--- src/include/cst_pkg.sv ---
// Shared constants of the clocked serial transfer channel
`default_nettype none
package cst_pkg;

  // Register byte offsets, one aligned word each
  localparam int ADDR_W = 5;
  localparam logic [4:0] ADDR_MODE = 5'h00;
  localparam logic [4:0] ADDR_CLKSEL = 5'h04;
  localparam logic [4:0] ADDR_RXBUF = 5'h08;
  localparam logic [4:0] ADDR_RXEXT = 5'h0c;
  localparam logic [4:0] ADDR_TXBUF = 5'h10;
  localparam logic [4:0] ADDR_FTXBUF = 5'h14;
  localparam logic [4:0] ADDR_SHIFT = 5'h18;

  // Bit positions inside serial_mode_ctrl
  localparam int MB_ENABLE = 0;
  localparam int MB_DIR = 1;
  localparam int MB_AUTO = 2;
  localparam int MB_LEN16 = 3;
  localparam int MB_DELAY = 4;
  localparam int MB_BUSY = 5;
  localparam int MB_IRQ = 6;

  // Clock source code that selects slave operation
  localparam logic [2:0] SEL_SLAVE = 3'h7;
  localparam logic [2:0] SEL_RST = 3'h0;

  // Data length in bits and matching masks
  localparam int WORD_W = 16;
  localparam logic [4:0] LEN_8 = 5'h08;
  localparam logic [4:0] LEN_16 = 5'h10;
  localparam logic [15:0] MASK_8 = 16'h00ff;
  localparam logic [15:0] MASK_16 = 16'hffff;
  localparam logic [15:0] WORD_RST = 16'h0000;

  // Pending request counts
  localparam logic [1:0] REQ_NONE = 2'h0;
  localparam logic [1:0] REQ_SINGLE = 2'h1;
  localparam logic [1:0] REQ_CONT = 2'h2;

  // Master serial clock half period is HALF_BASE << sclk_source_sel cycles
  localparam logic [7:0] HALF_BASE = 8'h02;
  localparam logic [7:0] DIV_ONE = 8'h01;

  // Bus encodings
  localparam logic [2:0] HSIZE_WORD = 3'h2;
  localparam logic [31:0] RD_ZERO = 32'h0000_0000;

  typedef enum logic [1:0] {st_idle, st_shift, st_fin} cst_state_e;

endpackage : cst_pkg
`default_nettype wire

--- src/hdl/cst_ctrl.sv ---
`timescale 1ns/1ps
`default_nettype none
// Overview of operation
// Raise completion interrupt when word finishes
// Mode register write clears completion interrupt
// Delay mode only in master operation
// Single receive-only: buffer read starts transfer
// Single transmit/receive: buffer write starts transfer
// Slave: software enables channel before master
// Busy flag set when communication starts
// Single done: interrupt, clear busy, idle
// Software leaves control registers alone while busy
// Continuous receive: dummy read starts, reads reserve
// Software skips read at second-last interrupt
// Words via main, extended buffer, shift register
// First continuous transfer registers two requests
// Unreserved receive stops, buffer not updated
// Continuous transmit: first buffer, then buffer write
// Software writes next word, reads received
// Unreserved transmit stops, receive buffer unchanged
// Last transmit/receive word stays in shift
// First buffer write, shift/extended reads never start
// Eight-bit length uses only low byte
// Access meeting request clear is dropped
// Late write at completion restarts from first buffer
// Shift exactly data length bits per word
// Extended buffer and shift keep last words
module cst_ctrl
  import cst_pkg::*;
(
  input wire logic clk_sys,
  input wire logic resetn,
  input wire logic hsel,
  input wire logic [31:0] haddr,
  input wire logic [1:0] htrans,
  input wire logic hwrite,
  input wire logic [2:0] hsize,
  input wire logic hready,
  input wire logic [31:0] hwdata,
  output logic [31:0] hrdata,
  output logic hreadyout,
  output logic hresp,
  input wire logic sclk_in,
  output logic sclk_out,
  output logic sclk_oe,
  input wire logic sdi,
  output logic sdo,
  output logic xfer_done_irq,
  output logic xfer_in_progress
);

  // Control fields of serial_mode_ctrl and serial_clock_sel_reg
  logic channel_op_enable, next_channel_op_enable;
  logic tx_rx_direction_sel, next_tx_rx_direction_sel;
  logic continuous_mode_sel, next_continuous_mode_sel;
  logic data_length_sel, next_data_length_sel;
  logic irq_delay_sel, next_irq_delay_sel;
  logic [2:0] sclk_source_sel, next_sclk_source_sel;
  // Data buffers
  logic [15:0] rx_buffer, next_rx_buffer;
  logic [15:0] rx_buffer_ext, next_rx_buffer_ext;
  logic [15:0] tx_buffer, next_tx_buffer;
  logic [15:0] first_tx_buffer, next_first_tx_buffer;
  logic [15:0] shift_reg, next_shift_reg;
  // Sequencer state
  cst_state_e state, next_state;
  logic [1:0] pending, next_pending;
  logic [4:0] bit_cnt, next_bit_cnt;
  logic [7:0] div_cnt, next_div_cnt;
  logic sclk_q, next_sclk_q;
  logic sdo_q, next_sdo_q;
  logic irq, next_irq;
  logic s_prev, next_s_prev;
  // Bus data phase
  logic dp_wr, next_dp_wr;
  logic [4:0] dp_addr, next_dp_addr;
  logic [31:0] rdata, next_rdata;

  logic s_sclk, s_sdi;
  logic slave, delay_eff, tick, rise, fall, last_rise, done;
  logic ap, rx_rd, tx_wr, mode_wr, acc, start_fresh;
  logic [4:0] len;
  logic [15:0] mask, wdata, tx_src, fresh_load, next_load, sampled;
  logic [7:0] half;
  logic [31:0] mode_rd;

  // Pin inputs into the system clock domain
  cst_sync #(.WIDTH(2)) cst_sync_inst (
    .clk_sys(clk_sys),
    .resetn(resetn),
    .d_in({sclk_in, sdi}),
    .q_out({s_sclk, s_sdi})
  );

  // Clock source and serial edge decode
  assign slave = (sclk_source_sel == SEL_SLAVE);
  assign delay_eff = irq_delay_sel & ~slave;
  assign len = data_length_sel ? LEN_16 : LEN_8;
  assign mask = data_length_sel ? MASK_16 : MASK_8;
  assign half = 8'(HALF_BASE << sclk_source_sel);
  assign tick = (div_cnt == 8'h00);
  assign rise = slave ? (s_sclk & ~s_prev) : (tick & ~sclk_q);
  assign fall = slave ? (~s_sclk & s_prev) : (tick & sclk_q);
  assign last_rise = (state == st_shift) & rise & (bit_cnt == 5'(len - 5'h01));
  assign done = (state == st_fin) & (~delay_eff | tick);
  assign sampled = {shift_reg[14:0], s_sdi} & mask;

  // Bus decode; reads act in the address phase, writes in the data phase
  assign ap = hsel & hready & htrans[1];
  assign rx_rd = ap & ~hwrite & (haddr[ADDR_W-1:0] == ADDR_RXBUF);
  assign tx_wr = dp_wr & (dp_addr == ADDR_TXBUF);
  assign mode_wr = dp_wr & (dp_addr == ADDR_MODE);
  assign wdata = hwdata[15:0] & mask;
  // Only main buffer accesses request a transfer
  assign acc = channel_op_enable & ((rx_rd & ~tx_rx_direction_sel)
             | (tx_wr & tx_rx_direction_sel));
  assign start_fresh = acc & ((state == st_idle) | (done & (pending == REQ_NONE)));

  // Shift register load values
  assign tx_src = tx_wr ? wdata : tx_buffer;
  assign fresh_load = ~tx_rx_direction_sel ? WORD_RST
                    : (continuous_mode_sel ? first_tx_buffer : tx_src);
  assign next_load = tx_rx_direction_sel ? tx_buffer : WORD_RST;

  // Register read image
  always_comb begin
    mode_rd = RD_ZERO;
    mode_rd[MB_ENABLE] = channel_op_enable;
    mode_rd[MB_DIR] = tx_rx_direction_sel;
    mode_rd[MB_AUTO] = continuous_mode_sel;
    mode_rd[MB_LEN16] = data_length_sel;
    mode_rd[MB_DELAY] = irq_delay_sel;
    mode_rd[MB_BUSY] = xfer_in_progress;
    mode_rd[MB_IRQ] = irq;
  end

  // Bus slave next values
  always_comb begin
    next_dp_wr = ap & hwrite & (hsize == HSIZE_WORD);
    next_dp_addr = haddr[ADDR_W-1:0];
    next_rdata = rdata;
    if (ap & ~hwrite) begin
      case (haddr[ADDR_W-1:0])
        ADDR_MODE: next_rdata = mode_rd;
        ADDR_CLKSEL: next_rdata = {29'h0, sclk_source_sel};
        ADDR_RXBUF: next_rdata = {16'h0, rx_buffer & mask};
        ADDR_RXEXT: next_rdata = {16'h0, rx_buffer_ext & mask};
        ADDR_TXBUF: next_rdata = {16'h0, tx_buffer & mask};
        ADDR_FTXBUF: next_rdata = {16'h0, first_tx_buffer & mask};
        ADDR_SHIFT: next_rdata = {16'h0, shift_reg & mask};
        default: next_rdata = RD_ZERO;
      endcase
    end
  end

  always_ff @(posedge clk_sys) begin
    if (!resetn) begin
      dp_wr <= 1'b0;
      dp_addr <= ADDR_MODE;
      rdata <= RD_ZERO;
    end else begin
      dp_wr <= next_dp_wr;
      dp_addr <= next_dp_addr;
      rdata <= next_rdata;
    end
  end

  // Control registers, buffers and transfer sequencer next values
  always_comb begin
    next_channel_op_enable = channel_op_enable;
    next_tx_rx_direction_sel = tx_rx_direction_sel;
    next_continuous_mode_sel = continuous_mode_sel;
    next_data_length_sel = data_length_sel;
    next_irq_delay_sel = irq_delay_sel;
    next_sclk_source_sel = sclk_source_sel;
    next_rx_buffer = rx_buffer;
    next_rx_buffer_ext = rx_buffer_ext;
    next_tx_buffer = tx_buffer;
    next_first_tx_buffer = first_tx_buffer;
    next_shift_reg = shift_reg;
    next_state = state;
    next_pending = pending;
    next_bit_cnt = bit_cnt;
    next_sdo_q = sdo_q;
    next_irq = irq;
    next_s_prev = s_sclk;
    next_sclk_q = sclk_q;
    next_div_cnt = 8'(half - DIV_ONE);

    // Register writes
    if (mode_wr) begin
      next_channel_op_enable = hwdata[MB_ENABLE];
      next_tx_rx_direction_sel = hwdata[MB_DIR];
      next_continuous_mode_sel = hwdata[MB_AUTO];
      next_data_length_sel = hwdata[MB_LEN16];
      next_irq_delay_sel = hwdata[MB_DELAY] & ~slave;
      next_irq = 1'b0;
    end
    if (dp_wr & (dp_addr == ADDR_CLKSEL)) begin
      next_sclk_source_sel = hwdata[2:0];
    end
    if (tx_wr) begin
      next_tx_buffer = wdata;
    end
    if (dp_wr & (dp_addr == ADDR_FTXBUF)) begin
      next_first_tx_buffer = wdata;
    end

    // Master clock divider runs while a word is active
    if ((state != st_idle) & ~slave) begin
      next_div_cnt = tick ? 8'(half - DIV_ONE) : 8'(div_cnt - DIV_ONE);
    end

    case (state)
      st_idle: begin
        next_sclk_q = 1'b1;
        if (start_fresh) begin
          next_state = st_shift;
          next_shift_reg = fresh_load;
          next_bit_cnt = 5'h00;
          next_pending = continuous_mode_sel ? REQ_CONT : REQ_SINGLE;
        end
      end
      st_shift: begin
        if (~slave & tick) begin
          next_sclk_q = ~sclk_q;
        end
        if (fall) begin
          next_sdo_q = tx_rx_direction_sel & (data_length_sel ? shift_reg[15] : shift_reg[7]);
        end
        if (rise) begin
          next_shift_reg = sampled;
          next_bit_cnt = 5'(bit_cnt + 5'h01);
        end
        if (last_rise) begin
          next_state = st_fin;
          next_pending = 2'(pending - REQ_SINGLE);
        end else if (acc & continuous_mode_sel & (pending != REQ_CONT)) begin
          next_pending = 2'(pending + REQ_SINGLE);
        end
      end
      st_fin: begin
        if (done) begin
          next_irq = 1'b1;
          // Buffers take the word in single mode, or when the continuous run goes on
          if (~continuous_mode_sel | (pending != REQ_NONE)) begin
            next_rx_buffer = shift_reg;
            if (~tx_rx_direction_sel) begin
              next_rx_buffer_ext = shift_reg;
            end
          end
          if (pending != REQ_NONE) begin
            next_state = st_shift;
            next_shift_reg = next_load;
            next_bit_cnt = 5'h00;
          end else if (start_fresh) begin
            next_state = st_shift;
            next_shift_reg = fresh_load;
            next_bit_cnt = 5'h00;
            next_pending = continuous_mode_sel ? REQ_CONT : REQ_SINGLE;
          end else begin
            next_state = st_idle;
          end
        end
      end
      default: begin
        next_state = st_idle;
      end
    endcase

    // Disabled channel halts and clears the shift register
    if (~channel_op_enable) begin
      next_state = st_idle;
      next_pending = REQ_NONE;
      next_shift_reg = WORD_RST;
      next_sclk_q = 1'b1;
      next_sdo_q = 1'b0;
    end
  end

  always_ff @(posedge clk_sys) begin
    if (!resetn) begin
      channel_op_enable <= 1'b0;
      tx_rx_direction_sel <= 1'b0;
      continuous_mode_sel <= 1'b0;
      data_length_sel <= 1'b0;
      irq_delay_sel <= 1'b0;
      sclk_source_sel <= SEL_RST;
      rx_buffer <= WORD_RST;
      rx_buffer_ext <= WORD_RST;
      tx_buffer <= WORD_RST;
      first_tx_buffer <= WORD_RST;
      shift_reg <= WORD_RST;
      state <= st_idle;
      pending <= REQ_NONE;
      bit_cnt <= 5'h00;
      div_cnt <= 8'h00;
      sclk_q <= 1'b1;
      sdo_q <= 1'b0;
      irq <= 1'b0;
      s_prev <= 1'b1;
    end else begin
      channel_op_enable <= next_channel_op_enable;
      tx_rx_direction_sel <= next_tx_rx_direction_sel;
      continuous_mode_sel <= next_continuous_mode_sel;
      data_length_sel <= next_data_length_sel;
      irq_delay_sel <= next_irq_delay_sel;
      sclk_source_sel <= next_sclk_source_sel;
      rx_buffer <= next_rx_buffer;
      rx_buffer_ext <= next_rx_buffer_ext;
      tx_buffer <= next_tx_buffer;
      first_tx_buffer <= next_first_tx_buffer;
      shift_reg <= next_shift_reg;
      state <= next_state;
      pending <= next_pending;
      bit_cnt <= next_bit_cnt;
      div_cnt <= next_div_cnt;
      sclk_q <= next_sclk_q;
      sdo_q <= next_sdo_q;
      irq <= next_irq;
      s_prev <= next_s_prev;
    end
  end

  // Outputs
  assign hrdata = rdata;
  assign hreadyout = 1'b1;
  assign hresp = 1'b0;
  assign sclk_out = sclk_q;
  assign sclk_oe = ~slave;
  assign sdo = sdo_q;
  assign xfer_done_irq = irq;
  assign xfer_in_progress = (state != st_idle);

endmodule : cst_ctrl
`default_nettype wire

--- src/hdl/cst_sync.sv ---
`timescale 1ns/1ps
`default_nettype none
// Two-stage synchroniser, one chain per bit
module cst_sync #(
  parameter int WIDTH = 2
) (
  input wire logic clk_sys,
  input wire logic resetn,
  input wire logic [WIDTH-1:0] d_in,
  output logic [WIDTH-1:0] q_out
);

  logic [WIDTH-1:0] meta;

  genvar i;
  generate
    for (i = 0; i < WIDTH; i++) begin : g_bit
      // First stage feeds only the second
      always_ff @(posedge clk_sys) begin
        if (!resetn) begin
          meta[i] <= 1'b1;
          q_out[i] <= 1'b1;
        end else begin
          meta[i] <= d_in[i];
          q_out[i] <= meta[i];
        end
      end
    end
  endgenerate

endmodule : cst_sync
`default_nettype wire

--- config.mk ---
export PLATFORM = sky130hd
export DESIGN_NAME = cst_ctrl
export DESIGN_NICKNAME = d
export VERILOG_FILES = /design/src/include/cst_pkg.sv /design/src/hdl/cst_ctrl.sv /design/src/hdl/cst_sync.sv
export SDC_FILE = /design/constraint.sdc
export NUM_CORES = 1
export LEC_CHECK = 0
export ABC_AREA = 1
export BUFFER_PORTS_ARGS = -buffer_cell sky130_fd_sc_hd__buf_2
export CORE_UTILIZATION = 61
export CTS_CLUSTER_SIZE = 10
export DETAILED_ROUTE_END_ITERATION = 12
export HOLD_SLACK_MARGIN = 0.12
export PLACE_DENSITY_LB_ADDON = 0.2
export SLEW_MARGIN = 30
export SYNTH_ARGS = -nofsm -noshare
export SYNTH_HDL_FRONTEND = slang
export SYNTH_SLANG_ARGS = --single-unit
--- constraint.sdc ---
create_clock -name clk_sys -period 3 [get_ports clk_sys]
set_input_delay 0.6 -clock clk_sys [delete_from_list [all_inputs] [get_ports clk_sys]]
set_output_delay 0.6 -clock clk_sys [all_outputs]
set_load 0.005 [all_outputs]
### Yosys cells after proc, flatten, opt, wreduce, memory -nomap -nowiden

Cells that the tools add are included.

| storage, ports and cells | value |
|---|---|
| logic and storage cells | 160 |
| output and inout port bits | 39 |
| bits of input ports | 76 |
| register bits | 151 |

| cells by class | value |
|---|---|
| reductions and logical operators | 17 |
| multiplexer cells | 40 |
| add/sub/neg operators | 6 |
| bitwise gates (word level) | 48 |
| equality and inequality tests | 22 |
| shift-type cells | 1 |

Operators with widths:

| kind | number |
|---|---|
| $mux 16 | 9 |
| $and 16x16->16 | 7 |
| $pmux 16 s7 | 1 |
| $pmux 16 s3 | 1 |
| $and 1x1->1 | 29 |
| $eq 5x5->1 const B | 5 |
| $mux 5 | 5 |
| $mux 2 | 9 |
| $mux 8 | 2 |
| $sub 8x1->8 const B | 2 |
| $pmux 5 s3 | 1 |
| $ne 2x2->1 const B | 6 |
| $pmux 2 s3 | 2 |
| $eq 5x3->1 const B | 2 |
| $eq 5x4->1 const B | 2 |
| $logic_not 5->1 | 2 |
| $mux 1 | 9 |
| $reduce_and 3->1 | 3 |
| $logic_not 8->1 | 1 |
| $not 1->1 | 8 |
| $reduce_and 4->1 | 2 |
| $shl 2x3->8 const A | 1 |
| $reduce_and 2->1 | 3 |
| $reduce_bool 2->1 | 3 |
| other kinds (15) | 19 |

### Depth between registers and ports, before layout

Gate-level depths: netlist of run 1.

| logic depth | value |
|---|---|
| depth after elaboration | 13 |
| mapped depth | 14 |
| depth with buffers taken out | 14 |

### By module

Synthesis of run 1 repeated with hierarchy kept, for this count alone.

| unflattened totals | value |
|---|---|
| cells, all modules | 1021 |
| area, all modules | 6967.9 um^2 |

Modules (own cells, without submodules):

| module | area an instance (um^2) | cells each | times used | sequential area each (um^2) |
|---|---|---|---|---|
| cst_ctrl | 6857.8 | 1009 | 1 | 2622.5 |
| cst_sync | 110.1 | 12 | 1 | 80.1 |

### Worst setup path after synthesis of run 1

OpenSTA, ideal clock, no wires.

| path | value |
|---|---|
| kind | input port to flip-flop |
| start | input haddr[2] |
| end | register shift_reg[15] |
| path buffers | 1 |
| slack | 1.204 ns |
| library setup time | 0.132 ns |
| required time | 2.868 ns |
| arrival time | 1.663 ns |
| stages | 11 |
| cell sequence | inv_1 nand2_1 nor2_1 nand3_1 a21oi_4 nand2_2 nand2_1 nand2_2 buf_6 nand2_1 a21oi_1 |

| on the way | value |
|---|---|
| word-level cells in the longest chain between the ends | 10 |

RTL lines:

| item | RTL line | RTL |
|---|---|---|
| start: declaration | cst_ctrl.sv:34 | `input wire logic [31:0] haddr,` |
| $eq 5x4->1 (*) | cst_ctrl.sv:110 | `assign rx_rd = ap & ~hwrite & (haddr[ADDR_W-1:0] == ADDR_RXBUF);` |
| $and 1x1->1 (*) | cst_ctrl.sv:110 |  |
| $and 1x1->1 (*) | cst_ctrl.sv:115 | `assign acc = channel_op_enable & ((rx_rd & ~tx_rx_direction_sel)` |
| $or 1x1->1 (*) | cst_ctrl.sv:116 | `\| (tx_wr & tx_rx_direction_sel));` |
| $and 1x1->1 (*) | cst_ctrl.sv:115 |  |
| $and 1x1->1 (*) | cst_ctrl.sv:117 | `assign start_fresh = acc & ((state == st_idle) \| (done & (pending == REQ_NONE)));` |
| $mux 16 (*) | - |  |
| $mux 16 (2 in series) | - |  |
| $pmux 16 s3 (*) | - |  |
| end signal: assignment | cst_ctrl.sv:313 | `shift_reg <= next_shift_reg;` |
| end: declaration | cst_ctrl.sv:64 | `logic [15:0] shift_reg, next_shift_reg;` |

Mark *: on every way between the ends. The rest lies on a longest branch, timed or not. The select of a mux whose other input is x is not followed.
A chain may end at the register's enable or synchronous reset.

### Worst setup path after layout of run 1

| path | value |
|---|---|
| start | register state[0] |
| end | register shift_reg[10] |

| on the way | value |
|---|---|
| word-level cells in the longest chain between the ends | 9 |
| elaborated cells on any way between the ends | 15 |
| classes of those cells | eq/ne (4); mux (4); bitwise (4); reduce/logical (3) |

RTL lines:

| item | RTL line | RTL |
|---|---|---|
| start: declaration | cst_ctrl.sv:66 | `cst_state_e state, next_state;` |
| start signal: assignment | cst_ctrl.sv:294 | `state <= st_idle;` |
| start signal: assignment | cst_ctrl.sv:314 | `state <= next_state;` |
| $eq 2x2->1 | cst_ctrl.sv:105, cst_ctrl.sv:214 |  |
| $and 1x1->1 | cst_ctrl.sv:105 | `assign done = (state == st_fin) & (~delay_eff \| tick);` |
| $and 1x1->1 | cst_ctrl.sv:117 |  |
| $or 1x1->1 | cst_ctrl.sv:117 |  |
| $and 1x1->1 | cst_ctrl.sv:117 |  |
| $mux 16 (3 in series) | - |  |
| $pmux 16 s3 | cst_ctrl.sv:214 | `case (state)` |

Parallel ways exist; a longest one is shown, timed or not. The select of a mux whose other input is x is not followed.

==> results.yml, run 1 <==
placement:
  dpl.hpwl_um: 12700
  port_buffers: 52
  placed_area_mm2: 0.00731
  gp_congestion: 0.882
cts:
  hold_buffers: 0
  post-cts-setup-buffers: 0
  cts_made_buffers: 17
  clock_sinks: 135
  cts_buffer_depth: 2
  clkTransAtPathRegs_ns: 0.05
  clock_latency_ns: 0.42
  cts_root_buf: "clkbuf_16"
  ctsResizeCount: 0
  htree_num_levels: 4
  cts_tree: "done"
grt:
  grt_max_degree: 44
  antenna_found_initial: 0
  grt_use_total: 0.335
  grt_pass1_wl_um: 30400
  grt_overflow_total: 0
  grt_pass1_vias: 6288
timing:
  slew_viol_final: 0
  clock_skew_ns: 0.00500
  layout_min_cycle_time_ns: 2.35
  min_period_over_period: 0.784
  hold_violations: 0
  relSlewSlack: 0.506
  finalSetupViolCount: 0
  tns_ns: 0
  rsz0062_at_grt: "no"
  worst_pin_slew_ns: 0.740
  max_freq_ghz: 0.425
detailed_routing:
  routedWlPerCell_um: 15.4
  drtAntennaViolNets: 0
  drc: 0
  vias: 6923
  vias_per_cell: 5.61
  drtPass1Iterations: 7
  drt_iter0_drc: 586
  wl_um: 19000
cells_and_area:
  fillCellCount: 941
  drive_gt1_frac: 0.118
  n_antenna_cell: 0
  multi_input_area_mm2: 0.00350
  areaGrowthSynthToFinish_pct: 11.5
  ff_latch_area_mm2: 0.00270
  post-route-cell-area_mm2: 0.00782
  layout.nets: 1168
setup_path:
  slowest_stage: "ha_1"
  critPathBufInv: 2
  path_depth: 9
  worstPathRequired_ns: 3.30
  crit_family: "simple AND/OR/NAND/NOR gates"
  startpoint_type: "register"
  endpoint_kind: "register"
  worstReg2RegStart: "state[0]$_SDFFE_PN0P_"
  endpoint: "shift_reg[10]$_SDFFE_PN0P_"
  critPathMostFrequentCell: "nand2_1"
  cp.arrival_ns: 2.65
  rr_worst_depth: 9
  cp_cell_sequence: "inv_1, ha_1, nand2_1, nand2_1, inv_1, nand4_1, nand2_1, nand2_1, a21oi_1"
  path_max_fanout: 11
  r2r_end: "shift_reg[10]$_SDFFE_PN0P_"
  rrSetupSlack_ns: 0.65
  critPathMaxStageDelay_ns: 0.61
  crit_type: "reg2reg"
  timing.critical_path.from: "state[0]$_SDFFE_PN0P_"
pwr:
  peakVddDrop_v: 0.000445
  powerDensity_mw_per_mm2: 484
  cellLeakagePower_nw: 3.37
  p_clk_frac: 0.488
  power_frac_seq: 0.476
  power_switching_mw: 0.829
  p_int_mw: 2.96
  p_comb_frac: 0.035
  p_sw_frac: 0.219
outcome:
  run_status: "finished, final reports clean"
floorplan:
  core_area_mm2: 0.0110
  io_pins: 115
  dieArea_mm2: 0.0119
  rows: 38
  initial_core_util: 0.636
  die_h_um: 109
  die_w_um: 109
min_path:
  worstHoldPathCells: 2
  min_path_type: "in2reg"
synth:
  synthTopCellsByCount: "302 x nand2_1, 135 x dfxtp_1, 135 x inv_1"
  avgSynthCellArea_um2: 6.73
  netlist_top_cells_area: "dfxtp_1 39%, nand2_1 16%, a21oi_1 8.5%, inv_1 7.2%, o21ai_0 3.8%"
  synth_top_cell_by_area: "dfxtp_1"
  synth_area_mm2: 0.00701
  syn_inst: 1042
  synth_top_area_frac: 0.385
  yosysUniqueCellTypes: 45
  ys_async_sr_fraction: 0
  ys_seq_elements: 135
  post-synth-top-count-cell: "nand2_1"
  ys.flop_type: "dfxtp_1"
  yosysSeqAreaShare: 0.385
  synth_edf_count: 0
  yosys_warnings: 0
run:
  cap_violations: 0
[worst min-delay path by stage]
| stage | startpoint | end | slack (ns) |
|---|---|---|---|
| after CTS | hsize[0] | dp_wr$_SDFF_PN0_ | 0.33 |
| after global routing | hsize[0] | dp_wr$_SDFF_PN0_ | 0.34 |
| final | hsize[0] | dp_wr$_SDFF_PN0_ | 0.33 |
| after global placement | cst_sync_inst.meta[0]$_SDFF_PN1_ | cst_sync_inst.q_out[0]$_SDFF_PN1_ | 0.40 |
| after floorplan | cst_sync_inst.meta[0]$_SDFF_PN1_ | cst_sync_inst.q_out[0]$_SDFF_PN1_ | 0.39 |
| after detailed placement | cst_sync_inst.meta[0]$_SDFF_PN1_ | cst_sync_inst.q_out[0]$_SDFF_PN1_ | 0.40 |
[cell type report]
class | count | share of cell area
Clock buffer | 24 | 0.0628
Multi-Input combinational cell | 721 | 0.448
Tap cell | 140 | 0.0224
Sequential cell | 135 | 0.345
Timing Repair Buffer | 69 | 0.0512
Clock inverter | 4 | 0.00288
Inverter | 141 | 0.0676
[routing by layer]
layer | track usage | wire length [um]
met4 | 0.113 | 476
met2 | 0.538 | 8540
met1 | 0.441 | 8170
met3 | 0.0759 | 1780
met5 | 0 | 0
[cell families after synthesis]
| kind of cell | Yosys count | share of synthesized area |
|---|---|---|
| xor+xnor | 8 | 0.00999 |
| simple gates | 447 | 0.275 |
| compound gates | 241 | 0.192 |
| fa+ha+maj | 7 | 0.0125 |
| buf+inv | 202 | 0.124 |
| flops | 135 | 0.385 |
| other cells | 2 | 0.00107 |
[worst register-to-register path: stages (launching register included)]
cell     delay, ns
dfxtp_1       0.37
inv_1         0.10
ha_1          0.61
nand2_1       0.15
nand2_1       0.38
inv_1         0.28
nand4_1       0.17
nand2_1       0.06
nand2_1       0.06
a21oi_1       0.06
[power by group through the flow]
stage	Clock, mW	Combinational [mW]	Sequential [mW]
floorplan	0	0.0960	1.84
CTS	1.85	0.132	1.80
finish	1.85	0.134	1.80
detailed placement	0	0.131	1.84
global route	1.94	0.149	1.80
global placement	0	0.130	1.84
[layout by cell type, fill, tap and decap left out, types with 8 or more instances in the layout]
cell type and instances:
nor2_1 54, clkbuf_16 17, buf_4 16, o22ai_1 26
dfxtp_1 135, nand2_1 302, conb_1 18, a211oi_1 9
o211ai_1 8, a21oi_1 119, inv_1 135, o21ai_1 14
buf_2 52, nand4_1 16, o21ai_0 53, nand3_1 38
[stage by stage]
step	std cells	util	hold slack (ns)	worst slack (ns)	total power, mW
3_5_place_dp	1206	0.663	0.405	0.566	1.97
3_3_place_gp	1206	0.663	0.399	0.629	1.97
4_1_cts	1234	0.709	0.330	0.690	3.79
5_1_grt	1234	0.709	0.343	0.496	3.89
6_report	1234	0.709	0.334	0.649	3.79
2_1_floorplan	1058	-	0.393	1.20	1.94
No activity file was read; power rests on OpenSTA's default activity.
==> run 2, diff against run 1 <==
--- a/config.mk
+++ b/config.mk
@@ -7,7 +7,7 @@
 export LEC_CHECK = 0
 export ABC_AREA = 1
 export BUFFER_PORTS_ARGS = -buffer_cell sky130_fd_sc_hd__buf_2
-export CORE_UTILIZATION = 61
+export CORE_UTILIZATION = 51
 export CTS_CLUSTER_SIZE = 10
 export DETAILED_ROUTE_END_ITERATION = 12
 export HOLD_SLACK_MARGIN = 0.12
==> constraint.sdc (replaced) <==
create_clock -name clk_sys -period 1.9 [get_ports clk_sys]
set_input_delay 0.38 -clock clk_sys [delete_from_list [all_inputs] [get_ports clk_sys]]
set_output_delay 0.38 -clock clk_sys [all_outputs]
set_load 0.005 [all_outputs]
==> results.yml, run 2 (synthesized netlist as in run 1, its figures left out) <==
grt:
  grt_pass1_wl_um: 32700
  grt_overflow_total: 0
  grt_pass1_vias: 6602
  antenna_found_initial: 0
  grt_max_degree: 72
  grt_use_total: 0.294
setup_path:
  cp_cell_sequence: "inv_2, ha_4, nand2_4, nor2_4, nand2_2, nand2_2, nand2_2, a21oi_4, buf_6, clkinvlp_4, nand2_2, a21oi_2"
  slowest_stage: "dfxtp_1"
  critPathMaxStageDelay_ns: 0.31
  cp.arrival_ns: 2.17
  startpoint_type: "register"
  crit_type: "reg2reg"
  worstPathRequired_ns: 2.20
  critPathBufInv: 3
  crit_family: "simple AND/OR/NAND/NOR gates"
  critPathMostFrequentCell: "nand2_2"
  path_max_fanout: 7
  endpoint_kind: "register"
timing:
  clock_skew_ns: 0.00976
  slew_viol_final: 0
  hold_violations: 0
  rsz0062_at_grt: "yes"
  max_freq_ghz: 0.536
  finalSetupViolCount: 0
  min_period_over_period: 0.982
  layout_min_cycle_time_ns: 1.87
cells_and_area:
  layout.nets: 1223
  fillCellCount: 1221
  utilization: 0.646
  areaGrowthSynthToFinish_pct: 22.9
  mostFrequentLayoutCells: "290 x nand2_1, 135 x dfxtp_1, 129 x inv_1"
  mostFrequentLayoutCell: "nand2_1"
  final_cells: 1329
  n_antenna_cell: 0
  drive_gt1_frac: 0.190
floorplan:
  rows: 42
  die_w_um: 119
  die_h_um: 119
  initial_core_util: 0.525
  core_area_mm2: 0.0133
  dieArea_mm2: 0.0142
  io_pins: 115
detailed_routing:
  drtPass1Iterations: 5
  vias: 7045
  wl_um: 20300
  routedWlPerCell_um: 15.3
  drt_iter0_drc: 699
  vias_per_cell: 5.30
  drtAntennaViolNets: 0
  drc: 0
pwr:
  p_int_mw: 5.03
  power_switching_mw: 1.39
  peakVddDrop_v: 0.000587
  powerDensity_mw_per_mm2: 746
  p_total_mw: 6.43
  power_frac_seq: 0.443
  cellLeakagePower_nw: 3.73
  p_clk_frac: 0.517
  p_comb_frac: 0.040
  p_sw_frac: 0.217
outcome:
  run_status: "finished, final reports clean"
placement:
  dpl.hpwl_um: 14000
  gp_congestion: 0.898
  placed_cells: 1293
  port_buffers: 52
cts:
  clock_latency_ns: 0.42
  clock_sinks: 135
  cts_made_buffers: 17
  cts_root_buf: "clkbuf_16"
  htree_num_levels: 4
  cts_buffer_depth: 2
  clkTransAtPathRegs_ns: 0.06
  cts_tree: "done"
min_path:
  min_path_type: "in2reg"
run:
  cap_violations: 0
[run 2: changes by cell type in the layout (fill, tap and decap cells not counted), sizes merged]
| cell | previous run | this run |
|---|---|---|
| buf | 69 | 121 |
| clkinv | 5 | 8 |
| bufinv | 0 | 2 |
| clkbuf | 24 | 25 |
| clkinvlp | 1 | 2 |
| dlygate4sd3 | 0 | 1 |
| inv | 139 | 138 |
[run 2: cell type report]
cell class | count | area (um^2) | share of cell area
Inverter | 141 | 533 | 0.0618
Sequential cell | 135 | 2700 | 0.313
Timing Repair Buffer | 123 | 925 | 0.107
Tap cell | 176 | 220 | 0.0255
Timing Repair inverter | 1 | 7.51 | 0.000871
Clock inverter | 8 | 93.8 | 0.0109
Multi-Input combinational cell | 721 | 3640 | 0.422
Clock buffer | 24 | 502 | 0.0582
[run 2: metal layers]
layer,global-route usage,wire (um),vias to the layer above
met2,0.469,9060,274
met5,0,0,-
li1,-,-,3524
met4,0.108,451,0
met1,0.397,9300,3205
met3,0.0517,1490,42
[run 2: worst paths after layout]
| kind | slack (ns) | depth (start not counted) | to | from |
|---|---|---|---|---|
| min | 0.15 | 2 | cst_sync_inst.meta[1]$_SDFF_PN1_ | sclk_in |
| max | 0.03 | 12 | rx_buffer[11]$_SDFFE_PN0P_ | div_cnt[1]$_SDFF_PN0_ |
| min reg2reg | 0.41 | 1 | cst_sync_inst.q_out[0]$_SDFF_PN1_ | cst_sync_inst.meta[0]$_SDFF_PN1_ |
| max reg2reg | 0.03 | 12 | rx_buffer[11]$_SDFFE_PN0P_ | div_cnt[1]$_SDFF_PN0_ |
[run 2: metrics by stage]
stage	TNS, ns	hold slack [ns]	setup WS (ns)	area, um^2
after floorplan	0	0.393	0.148	7070
after global placement	0	0.400	0.0142	7830
after detailed placement	-0.328	0.401	-0.0331	7830
after CTS	0	0.132	0.0139	8440
after global routing	-0.443	0.140	-0.0881	8620
final	0	0.146	0.0346	8620
[run 2: power by group through the flow]
stage	clock network, mW	registers (mW)	logic (mW)
2_1_floorplan	0	2.91	0.152
3_3_place_gp	0	2.91	0.239
4_1_cts	3.35	2.85	0.243
3_5_place_dp	0	2.91	0.241
6_report	3.32	2.85	0.255
5_1_grt	3.47	2.85	0.280
[run 2: worst register-to-register path: cells and delay by family (launching register included)]
family	cells	cell delay, ns
compound gates	2	0.20
fa+ha+maj	1	0.14
flops	1	0.31
simple gates	6	0.63
buf+inv	3	0.47
[run 2: timing repair]
item	in CTS	in global routing
endpoints found under the hold margin	1	0
hold buffers	1	0
gates cloned	0	2
setup endpoints to repair	14	59
resized for setup	2	43
pin swaps	0	12
buffers inserted	0	1
